===== src/core_pkg.sv =====
// constants, enumerations and carrier structs for the cpu register file,
// stack pointer and interrupt entry logic.
// assumes a single 100 MHz core clock and a synchronous active-low reset.
package core_pkg;

  localparam int          NUM_REGS        = 32;
  localparam int          PC_W            = 13;
  localparam int          NUM_IRQ         = 20;
  localparam logic [4:0]  PTR_A_LO_IDX    = 5'h1A;
  localparam logic [4:0]  PTR_B_LO_IDX    = 5'h1C;
  localparam logic [4:0]  PTR_C_LO_IDX    = 5'h1E;
  localparam logic [15:0] REGMAP_TOP      = 16'h001F;
  localparam logic [15:0] SP_RESET        = 16'h0000;
  localparam logic [7:0]  STATUS_REGISTER_RESET      = 8'h00;
  localparam int          GIE_BIT         = 7;
  localparam logic [5:0]  IO_SP_LO        = 6'h3D;
  localparam logic [5:0]  IO_SP_HI        = 6'h3E;
  localparam logic [5:0]  IO_STATUS       = 6'h3F;
  localparam logic [PC_W-1:0] BOOT_START  = 13'h1C00;
  localparam logic [PC_W-1:0] VEC_STEP    = 13'h0002;
  localparam int          ENTRY_NS        = 40;
  localparam int          CLK_NS          = 10;
  localparam int          ENTRY_CYCLES    = (ENTRY_NS + CLK_NS - 1) / CLK_NS;

  // stack adjustment commands
  typedef enum logic [2:0] {
    SP_NONE = 3'h0,
    SP_PUSH = 3'h1,
    SP_POP  = 3'h2,
    SP_CALL = 3'h3,
    SP_RET  = 3'h4,
    SP_RETURN_FROM_INTERRUPT = 3'h5
  } sp_op_t;

  // pointer access modes
  typedef enum logic [1:0] {
    PTR_DISP = 2'h0,
    PTR_INC  = 2'h1,
    PTR_DEC  = 2'h2
  } ptr_mode_t;

  // port configurations of the register file
  typedef enum logic [1:0] {
    RF_R1W8  = 2'h0,
    RF_R2W8  = 2'h1,
    RF_R2W16 = 2'h2,
    RF_R1W16 = 2'h3
  } rf_cfg_t;

  // interrupt entry sequencer, gray coded along the path
  typedef enum logic [2:0] {
    IE_IDLE = 3'b000,
    IE_PUSH = 3'b001,
    IE_HOLD = 3'b011,
    IE_JUMP = 3'b010
  } ie_state_t;

  typedef struct packed {
    rf_cfg_t    cfg;
    logic [4:0] rd_a;
    logic [4:0] rd_b;
    logic [4:0] wr_idx;
    logic       wr_en;
    logic [15:0] wr_data;
  } rf_req_t;

  typedef struct packed {
    logic        en;
    logic [1:0]  sel;
    ptr_mode_t   mode;
    logic [5:0]  disp;
  } ptr_req_t;

endpackage : core_pkg


===== src/regfile_array.sv =====
// 32 x 8 working register array with two read ports and one write port,
// writes of 16 bits go to an even/odd pair. synchronous write, async read.
// assumes the caller resolves write conflicts between its sources.
`timescale 1ns/1ns
`default_nettype none
module regfile_array #(
  parameter int N = 32
) (
  input  wire logic          clk,
  input  wire logic          resetn,
  input  wire logic [4:0]    rd_a,
  input  wire logic [4:0]    rd_b,
  output logic      [7:0]    q_a,
  output logic      [7:0]    q_a_hi,
  output logic      [7:0]    q_b,
  input  wire logic          we_lo,
  input  wire logic          we_hi,
  input  wire logic [4:0]    wr_idx,
  input  wire logic [15:0]   wr_data,
  output logic      [N*8-1:0] flat
);
  wire  [4:0] hi_idx = {rd_a[4:1], 1'b1};

  genvar g;
  generate
    for (g = 0; g < N; g++) begin : g_reg
      // one byte variable per entry, so each has exactly one driving process
      logic [7:0] cell_reg;
      wire sel_lo = we_lo && (wr_idx == 5'(g));
      wire sel_hi = we_hi && ({wr_idx[4:1], 1'b1} == 5'(g));
      always_ff @(posedge clk) begin
        if (!resetn) cell_reg <= 8'h00;
        else if (sel_hi) cell_reg <= wr_data[15:8];
        else if (sel_lo) cell_reg <= wr_data[7:0];
      end
      assign flat[g*8 +: 8] = cell_reg;
    end
  endgenerate

  assign q_a    = flat[rd_a*8 +: 8];
  assign q_a_hi = flat[hi_idx*8 +: 8];
  assign q_b    = flat[rd_b*8 +: 8];
endmodule : regfile_array
`default_nettype wire


===== src/cpu_core_regs.sv =====
// cpu register file, pointer pairs, stack pointer and interrupt entry.
// assumes the fetch/decode logic drives one request per clock and holds
// the stack and data spaces outside; clk is the undivided chip clock.
// Operation
// - register file offers 1r/1w8, 2r/1w8, 2r/1w16 and 1r16/1w16 configurations
// - data-space addresses 0x00..0x1F reach the working register of same index
// - registers 26..31 form three 16-bit pointers, even register low byte
// - pointer access supports displacement, post-increment and pre-decrement
// - push lowers stack pointer by one, pop raises it by one
// - call or interrupt entry lowers by two, return raises by two
// - stack pointer is two read/write 8-bit registers resetting to zero
// - core runs directly on chip clock with no division
// - two operands read and result written in one cycle
// - next instruction fetched while current executes
// - interrupt taken only with its enable and global enable set
// - either boot lock setting suppresses interrupts depending on pc
// - vectors at lowest addresses; lower index means higher priority
// - vector relocate bit moves interrupt vectors to boot section
// - boot reset fuse moves reset vector to boot section
// - interrupt entry clears global enable; software may set it to nest
// - return from interrupt sets global enable
// - global enable is bit 7 of status register
// - interrupt entry takes at least four cycles pushing the pc
`timescale 1ns/1ns
`default_nettype none
module cpu_core_regs
  import core_pkg::*;
#(
  parameter int NIRQ = core_pkg::NUM_IRQ
) (
  input  wire logic                    clk,
  input  wire logic                    resetn,
  input  wire core_pkg::rf_req_t       rf_req,
  output logic      [7:0]              op_a,
  output logic      [7:0]              op_b,
  output logic      [15:0]             op_wide,
  input  wire core_pkg::ptr_req_t      ptr_req,
  output logic      [15:0]             ptr_addr,
  input  wire logic                    ds_rd,
  input  wire logic                    ds_wr,
  input  wire logic [15:0]             ds_addr,
  input  wire logic [7:0]              ds_wdata,
  output logic      [7:0]              ds_rdata,
  output logic                         ds_hit,
  input  wire logic                    io_wr,
  input  wire logic [5:0]              io_addr,
  input  wire logic [7:0]              io_wdata,
  output logic      [7:0]              io_rdata,
  input  wire core_pkg::sp_op_t        sp_op,
  output logic      [15:0]             stack_ptr,
  input  wire logic                    gie_set,
  input  wire logic                    gie_clr,
  input  wire logic [NIRQ-1:0]         irq_flag,
  input  wire logic [NIRQ-1:0]         irq_enable,
  input  wire logic                    vector_relocate_bit,
  input  wire logic                    boot_reset_fuse,
  input  wire logic                    app_lock_setting,
  input  wire logic                    boot_lock_setting,
  input  wire logic [PC_W-1:0]         pc,
  input  wire logic                    insn_boundary,
  output logic                         irq_take,
  output logic      [$clog2(NIRQ)-1:0] irq_index,
  output logic                         entry_busy,
  output logic                         entry_push,
  output logic      [PC_W-1:0]         vector_addr,
  output logic      [PC_W-1:0]         reset_vector,
  output logic                         fetch_en,
  output logic      [7:0]              status_reg
);
  import core_pkg::*;

  // register array
  logic [NUM_REGS*8-1:0] flat;
  logic [7:0]  q_a, q_a_hi, q_b;
  logic [4:0]  wr_idx;
  logic [15:0] wr_data;
  logic        we_lo, we_hi;

  // pointer update path
  wire [4:0]  ptr_lo_idx = (ptr_req.sel == 2'd0) ? PTR_A_LO_IDX :
                           (ptr_req.sel == 2'd1) ? PTR_B_LO_IDX : PTR_C_LO_IDX;
  wire [15:0] ptr_val    = {flat[(ptr_lo_idx+1)*8 +: 8], flat[ptr_lo_idx*8 +: 8]};
  wire [15:0] ptr_dec    = ptr_val - 16'h0001;
  wire [15:0] ptr_inc    = ptr_val + 16'h0001;
  wire        ptr_upd    = ptr_req.en && (ptr_req.mode != PTR_DISP);
  wire [15:0] ptr_new    = (ptr_req.mode == PTR_DEC) ? ptr_dec : ptr_inc;

  // pre-decrement uses the new value, post-increment the old
  assign ptr_addr = (ptr_req.mode == PTR_DEC)  ? ptr_dec :
                    (ptr_req.mode == PTR_DISP) ? ptr_val + {10'h000, ptr_req.disp} :
                    ptr_val;

  // data-space window onto the register file
  assign ds_hit = (ds_rd || ds_wr) && (ds_addr <= REGMAP_TOP);
  wire ds_we    = ds_wr && (ds_addr <= REGMAP_TOP);

  wire wide_wr  = rf_req.cfg == RF_R2W16 || rf_req.cfg == RF_R1W16;

  // write source priority: alu result, then data-space store, then pointer update.
  // the decoder never issues two in one cycle; the order only keeps one driver.
  always_comb begin
    wr_idx  = rf_req.wr_idx;
    wr_data = rf_req.wr_data;
    we_lo   = 1'b0;
    we_hi   = 1'b0;
    if (rf_req.wr_en) begin
      we_lo = 1'b1;
      we_hi = wide_wr;
    end else if (ds_we) begin
      wr_idx  = ds_addr[4:0];
      wr_data = {8'h00, ds_wdata};
      we_lo   = 1'b1;
    end else if (ptr_upd) begin
      wr_idx  = ptr_lo_idx;
      wr_data = ptr_new;
      we_lo   = 1'b1;
      we_hi   = 1'b1;
    end
  end

  regfile_array #(.N(NUM_REGS)) u_array (
    .clk     (clk),
    .resetn  (resetn),
    .rd_a    (rf_req.rd_a),
    .rd_b    (rf_req.rd_b),
    .q_a     (q_a),
    .q_a_hi  (q_a_hi),
    .q_b     (q_b),
    .we_lo   (we_lo),
    .we_hi   (we_hi),
    .wr_idx  (wr_idx),
    .wr_data (wr_data),
    .flat    (flat)
  );

  // operands are combinational so the result lands in the same cycle
  assign op_a    = q_a;
  assign op_b    = (rf_req.cfg == RF_R1W8 || rf_req.cfg == RF_R1W16) ? 8'h00 : q_b;
  assign op_wide = {q_a_hi, q_a};

  logic [7:0] ds_rdata_reg;
  always_ff @(posedge clk) begin
    if (!resetn) ds_rdata_reg <= 8'h00;
    else if (ds_rd && ds_addr <= REGMAP_TOP) ds_rdata_reg <= flat[ds_addr[4:0]*8 +: 8];
  end
  assign ds_rdata = ds_rdata_reg;

  // stack pointer
  logic [15:0] sp_reg, sp_next;
  logic [15:0] sp_delta_dn, sp_delta_up;
  logic [15:0] adj_sp;
  assign sp_delta_dn = sp_reg - 16'h0001;
  assign sp_delta_up = sp_reg + 16'h0001;

  always_comb begin
    case (sp_op)
      SP_PUSH: adj_sp = sp_delta_dn;
      SP_POP:  adj_sp = sp_delta_up;
      SP_CALL: adj_sp = sp_reg - 16'h0002;
      SP_RET,
      SP_RETURN_FROM_INTERRUPT: adj_sp = sp_reg + 16'h0002;
      default: adj_sp = sp_reg;
    endcase
  end

  logic entry_start;
  wire entry_sp = entry_start;
  always_comb begin
    sp_next = entry_sp ? sp_reg - 16'h0002 : adj_sp;
    if (io_wr && io_addr == IO_SP_LO) sp_next[7:0]  = io_wdata;
    if (io_wr && io_addr == IO_SP_HI) sp_next[15:8] = io_wdata;
  end

  always_ff @(posedge clk) begin
    if (!resetn) sp_reg <= SP_RESET;
    else sp_reg <= sp_next;
  end
  assign stack_ptr = sp_reg;

  // status register; only the global enable lives here, other flags are alu-side
  logic gie_reg, gie_next;
  always_comb begin
    gie_next = gie_reg;
    if (io_wr && io_addr == IO_STATUS) gie_next = io_wdata[GIE_BIT];
    if (gie_clr) gie_next = 1'b0;
    if (gie_set || sp_op == SP_RETURN_FROM_INTERRUPT) gie_next = 1'b1;
    if (entry_start) gie_next = 1'b0;
  end
  always_ff @(posedge clk) begin
    if (!resetn) gie_reg <= STATUS_REGISTER_RESET[GIE_BIT];
    else gie_reg <= gie_next;
  end
  assign status_reg = {gie_reg, 7'h00};

  assign io_rdata = (io_addr == IO_SP_LO)  ? sp_reg[7:0]  :
                    (io_addr == IO_SP_HI)  ? sp_reg[15:8] :
                    (io_addr == IO_STATUS) ? status_reg   : 8'h00;

  // interrupt arbitration
  logic [NIRQ-1:0] live;
  assign live = irq_flag & irq_enable;

  // lock bits block interrupts while code runs in the protected section
  wire in_boot   = pc >= BOOT_START;
  wire lock_mask = (app_lock_setting && !in_boot) || (boot_lock_setting && in_boot);

  logic [$clog2(NIRQ)-1:0] pick;
  logic                    any;
  always_comb begin
    pick = '0;
    any  = 1'b0;
    for (int i = NIRQ - 1; i >= 0; i--) begin
      if (live[i]) begin
        pick = ($clog2(NIRQ))'(i);
        any  = 1'b1;
      end
    end
  end

  // entry sequencer
  ie_state_t st_reg, st_next;
  logic [2:0] cnt_reg;
  assign entry_start = (st_reg == IE_IDLE) && any && gie_reg && !lock_mask && insn_boundary;

  always_comb begin
    case (st_reg)
      IE_IDLE: st_next = entry_start ? IE_PUSH : IE_IDLE;
      IE_PUSH: st_next = IE_HOLD;
      IE_HOLD: st_next = (cnt_reg == 3'(ENTRY_CYCLES - 1)) ? IE_JUMP : IE_HOLD;
      IE_JUMP: st_next = IE_IDLE;
      default: st_next = IE_IDLE;
    endcase
  end

  logic [PC_W-1:0] vec_reg;
  logic [$clog2(NIRQ)-1:0] idx_reg;
  wire [PC_W-1:0] vec_base = vector_relocate_bit ? BOOT_START : '0;
  always_ff @(posedge clk) begin
    if (!resetn) begin
      st_reg  <= IE_IDLE;
      cnt_reg <= 3'h0;
      vec_reg <= '0;
      idx_reg <= '0;
    end else begin
      st_reg  <= st_next;
      cnt_reg <= (st_reg == IE_IDLE) ? 3'h0 : cnt_reg + 3'h1;
      if (entry_start) begin
        idx_reg <= pick;
        vec_reg <= vec_base + VEC_STEP * (PC_W'(pick) + PC_W'(1));
      end
    end
  end

  assign irq_take     = entry_start;
  assign irq_index    = idx_reg;
  assign entry_busy   = st_reg != IE_IDLE;
  assign entry_push   = st_reg == IE_PUSH || (st_reg == IE_HOLD && cnt_reg == 3'h1);
  assign vector_addr  = vec_reg;
  assign reset_vector = boot_reset_fuse ? BOOT_START : '0;
  // prefetch runs every cycle outside entry; stalled while the pc is pushed
  assign fetch_en     = !entry_busy;
endmodule : cpu_core_regs
`default_nettype wire


===== config.mk =====
export PLATFORM = sky130hd
export DESIGN_NAME = cpu_core_regs
export DESIGN_NICKNAME = d
export VERILOG_FILES = /design/src/core_pkg.sv /design/src/regfile_array.sv /design/src/cpu_core_regs.sv
export SDC_FILE = /design/constraint.sdc
export NUM_CORES = 1
export LEC_CHECK = 0
export BUFFER_PORTS_ARGS = -buffer_cell sky130_fd_sc_hd__buf_4
export CAP_MARGIN = 20
export CORE_ASPECT_RATIO = 0.9
export CORE_MARGIN = 5
export CORE_UTILIZATION = 35
export CTS_CLUSTER_SIZE = 8
export DETAILED_ROUTE_END_ITERATION = 8
export HOLD_SLACK_MARGIN = 0.08
export SETUP_SLACK_MARGIN = 0.4
export SLEW_MARGIN = 30
export SYNTH_ARGS = -nofsm -noshare
export SYNTH_HDL_FRONTEND = slang
export SYNTH_SLANG_ARGS = --single-unit

===== constraint.sdc =====
create_clock -name clk -period 8.3 [get_ports clk]
set_clock_uncertainty 0.2 [all_clocks]
set_input_delay 2.49 -clock clk [delete_from_list [all_inputs] [get_ports clk]]
set_output_delay 2.49 -clock clk [all_outputs]
set_load 0.05 [all_outputs]

==> impl_metrics.yaml <==
setup_path:
  crit_required_ps: 5610
  cp.arrival_ps: 5080
  path_class: "input pin to primary output"
  endpoint_kind: "primary output"
  path_max_fanout: 10
  critPathLaunchType: "input pin"
detailed_routing:
  vias: 21721
  drc: 0
  avgRoutedWirePerCell_um: 27.3
  drtAntennaViolNets: 0
  drtIter0Drc: 2747
  drt_pass1_iterations: 5
  wl_um: 93000
  vias_per_cell: 6.38
logic_synthesis:
  async_reset_ff_share_pct: 0
  synth.yosys.warnings: 0
  ys.flop_type: "dfxtp_1"
  syn_area_um2: 22300
  syn_avg_cell_area_um2: 9.38
  yosysSeqAreaShare_pct: 26.8
  synth_edf_count: 0
  yosysUniqueCellTypes: 85
  ys_seq_elements: 298
  synth_cells: 2377
placed_design:
  gp_congestion: 0.962
  place_ws_ps: 275
  io_buffers: 239
  dp_hpwl_um: 68700
clocking:
  root_buffer: "clkbuf_16"
  clk_pin_slew_worst_paths_ps: 50
  clk_path_buf_depth: 3
  clock_latency_ps: 590
  cts_hold_buffers: 0
  cts_tree: "yes"
  clock-sinks: 298
  cts_buffers: 43
  h-tree-depth: 2
power_and_ir_drop:
  pwr-share-clk_pct: 35.5
  pwr-share-seq_pct: 34.9
  combPwrFrac_pct: 29.5
  peakVddDrop_uv: 119
  power.density_nw_per_um2: 174
  internal_power_mw: 2.94
  switching_share_pct: 36.3
  p_leak_nw: 9.65
  power_mw: 4.61
  p_sw_mw: 1.67
floorplanning:
  die-area_um2: 68900
  io_pins: 275
  start_util_pct: 35.4
  rows: 87
  die_x_um: 276
  fp.coreArea_um2: 62900
  die_y_um: 249
timing:
  final-setup-viol-count: 0
  setup_slack_ps: 527
  hold_viol: 0
  finalMaxSlewViolations: 0
  rsz0062_at_grt: "true"
  tns_ps: 0
  finalCriticalPeriod_ps: 7770
  max_freq_mhz: 129
  tightest_slew_ps: 1040
  post-route-period-util_pct: 93.6
  slew_headroom_pct: 30.6
layout:
  nNetsFinal: 2733
  largest_reg_flops: 256
  multi_input_comb_area_um2: 15600
  drive_above_1_share_pct: 28.8
  register_area_um2: 5970
  area_growth_pct: 18.6
  nFillCells: 6164
global_routing:
  grt_pass1_vias: 20777
  antenna_found_initial: 3
  grt_max_degree: 87
  grt-ovfl-total: 0
  grt_pass1_wl_um: 137000
  track_usage_pct: 25.6
worst_hold_path:
  hold_class: "flip-flop to flip-flop"
outcome:
  status: "finished clean"
job:
  drv_cap: 0
cells in the final DEF (no fill, tap or decap), types with 8 or more instances in the layout:
cell,n
nor2_1,338
buf_4,310
dfxtp_1,298
mux4_2,226
nand2_1,215
mux2i_1,155
a21oi_1,136
o21ai_0,122
o32ai_1,51
clkbuf_16,43
nand3_1,39
nor3_1,39
mux2_2,38
a211oi_1,36
o22ai_1,29
xnor2_1,28
ha_1,28
a22oi_1,26
conb_1,21
xor2_1,20
inv_1,19
o21a_1,18
o211ai_1,15
a21o_1,14
and3_1,13
nand4_1,12
a31oi_1,12
nor2_2,11
a22o_1,10
nor4_1,10
o32ai_2,10
nand2b_1,9
a221oi_1,9
o21ai_1,9
buf_6,9
and2_1,8
or3_1,8
worst max-delay path, stage by stage:
cell and delay, ps:
buf_6 130, mux2i_2 280, o21a_2 250, inv_2 110, ha_1 360, nor3_1 90
nor4_2 240, o31ai_2 120, or3_4 380, nor2_2 130, a32oi_2 100, xor2_2 210
buf_6 180
Yosys cell counts, types with 26 or more instances:
master,number,area (um2)
clkbuf_1,126,473
a22oi_1,27,203
nor2_1,342,1280
xor2_1,26,228
nor3_1,39,195
ha_1,30,375
o32ai_1,51,447
o21ai_0,126,631
mux2_2,38,428
mux4_2,226,5090
dfxtp_1,298,5970
nand2_1,215,807
mux2i_1,157,1570
buf_1,33,124
o22ai_1,29,181
buf_4,38,285
a21oi_1,142,711
nand3_1,39,195
xnor2_1,32,280
a211oi_1,36,270
logic make-up (layout without fill, tap and decap cells):
group	Yosys count	count (layout)	share of synthesized area, %
AND/OR/NAND/NOR	755	755	15.1
AO/OA/AOI/OAI	568	568	17.0
multiplexers	425	425	32.1
flip-flops	298	298	26.8
buffers and inverters	240	398	4.85
XOR/XNOR	58	58	2.28
adder cells (fa/ha/maj)	32	32	1.86
other	1	24	0.0168
metal layers:
metal	up-vias	routed length (um)	track usage [%]
met3	230	9990	6.49
met2	1318	40800	38.8
li1	9339	-	-
met1	10834	37800	35.2
met5	-	0	0
met4	0	4350	10.4
through the flow:
step                std cells  hold WS [ps]  cell area (um2)  util [%]
finish                   3403           252            26400      42.0
global route             3400           277            26400      42.0
CTS                      3395           258            26300      41.8
detailed placement       3345           251            25100      39.9
global placement         3343           232            25100      39.8
floorplan                2397           221            22500         -
repair_timing:
item                       CTS  global route
buffers inserted             0             5
pin swaps                    0             7
resized for setup            8            26
setup endpoints to repair    6            10
final timing paths:
check | startpoint | to | slack (ps) | cells after the start
worst min register to register | irq_index[2] | irq_index[2] | 250 | 2
worst max-delay path | ptr_req[8] | ptr_addr[15] | 530 | 13
worst min-delay path | irq_index[2] | irq_index[2] | 250 | 2
worst max register to register | u_array.g_reg[26].cell_reg[0] | u_array.g_reg[1].cell_reg[6] | 4360 | 12
power by group through the flow:
stage	logic, mW	registers, mW	clock network [mW]
detailed placement	1.33	1.63	0
floorplan	0.892	1.65	0
finish	1.36	1.61	1.64
global route	1.44	1.62	1.71
global placement	1.31	1.63	0
CTS	1.34	1.60	1.66
area by class of cell:
class	count	area share [%]
inverter	23	0.345
clock buffer	47	4.20
timing repair buffer	325	9.64
tap	845	4.00
multi-input combinational	1859	59.0
sequential	298	22.6
clock inverter	3	0.199
antenna	3	0.0284
No activity file was read; power rests on OpenSTA's default activity.
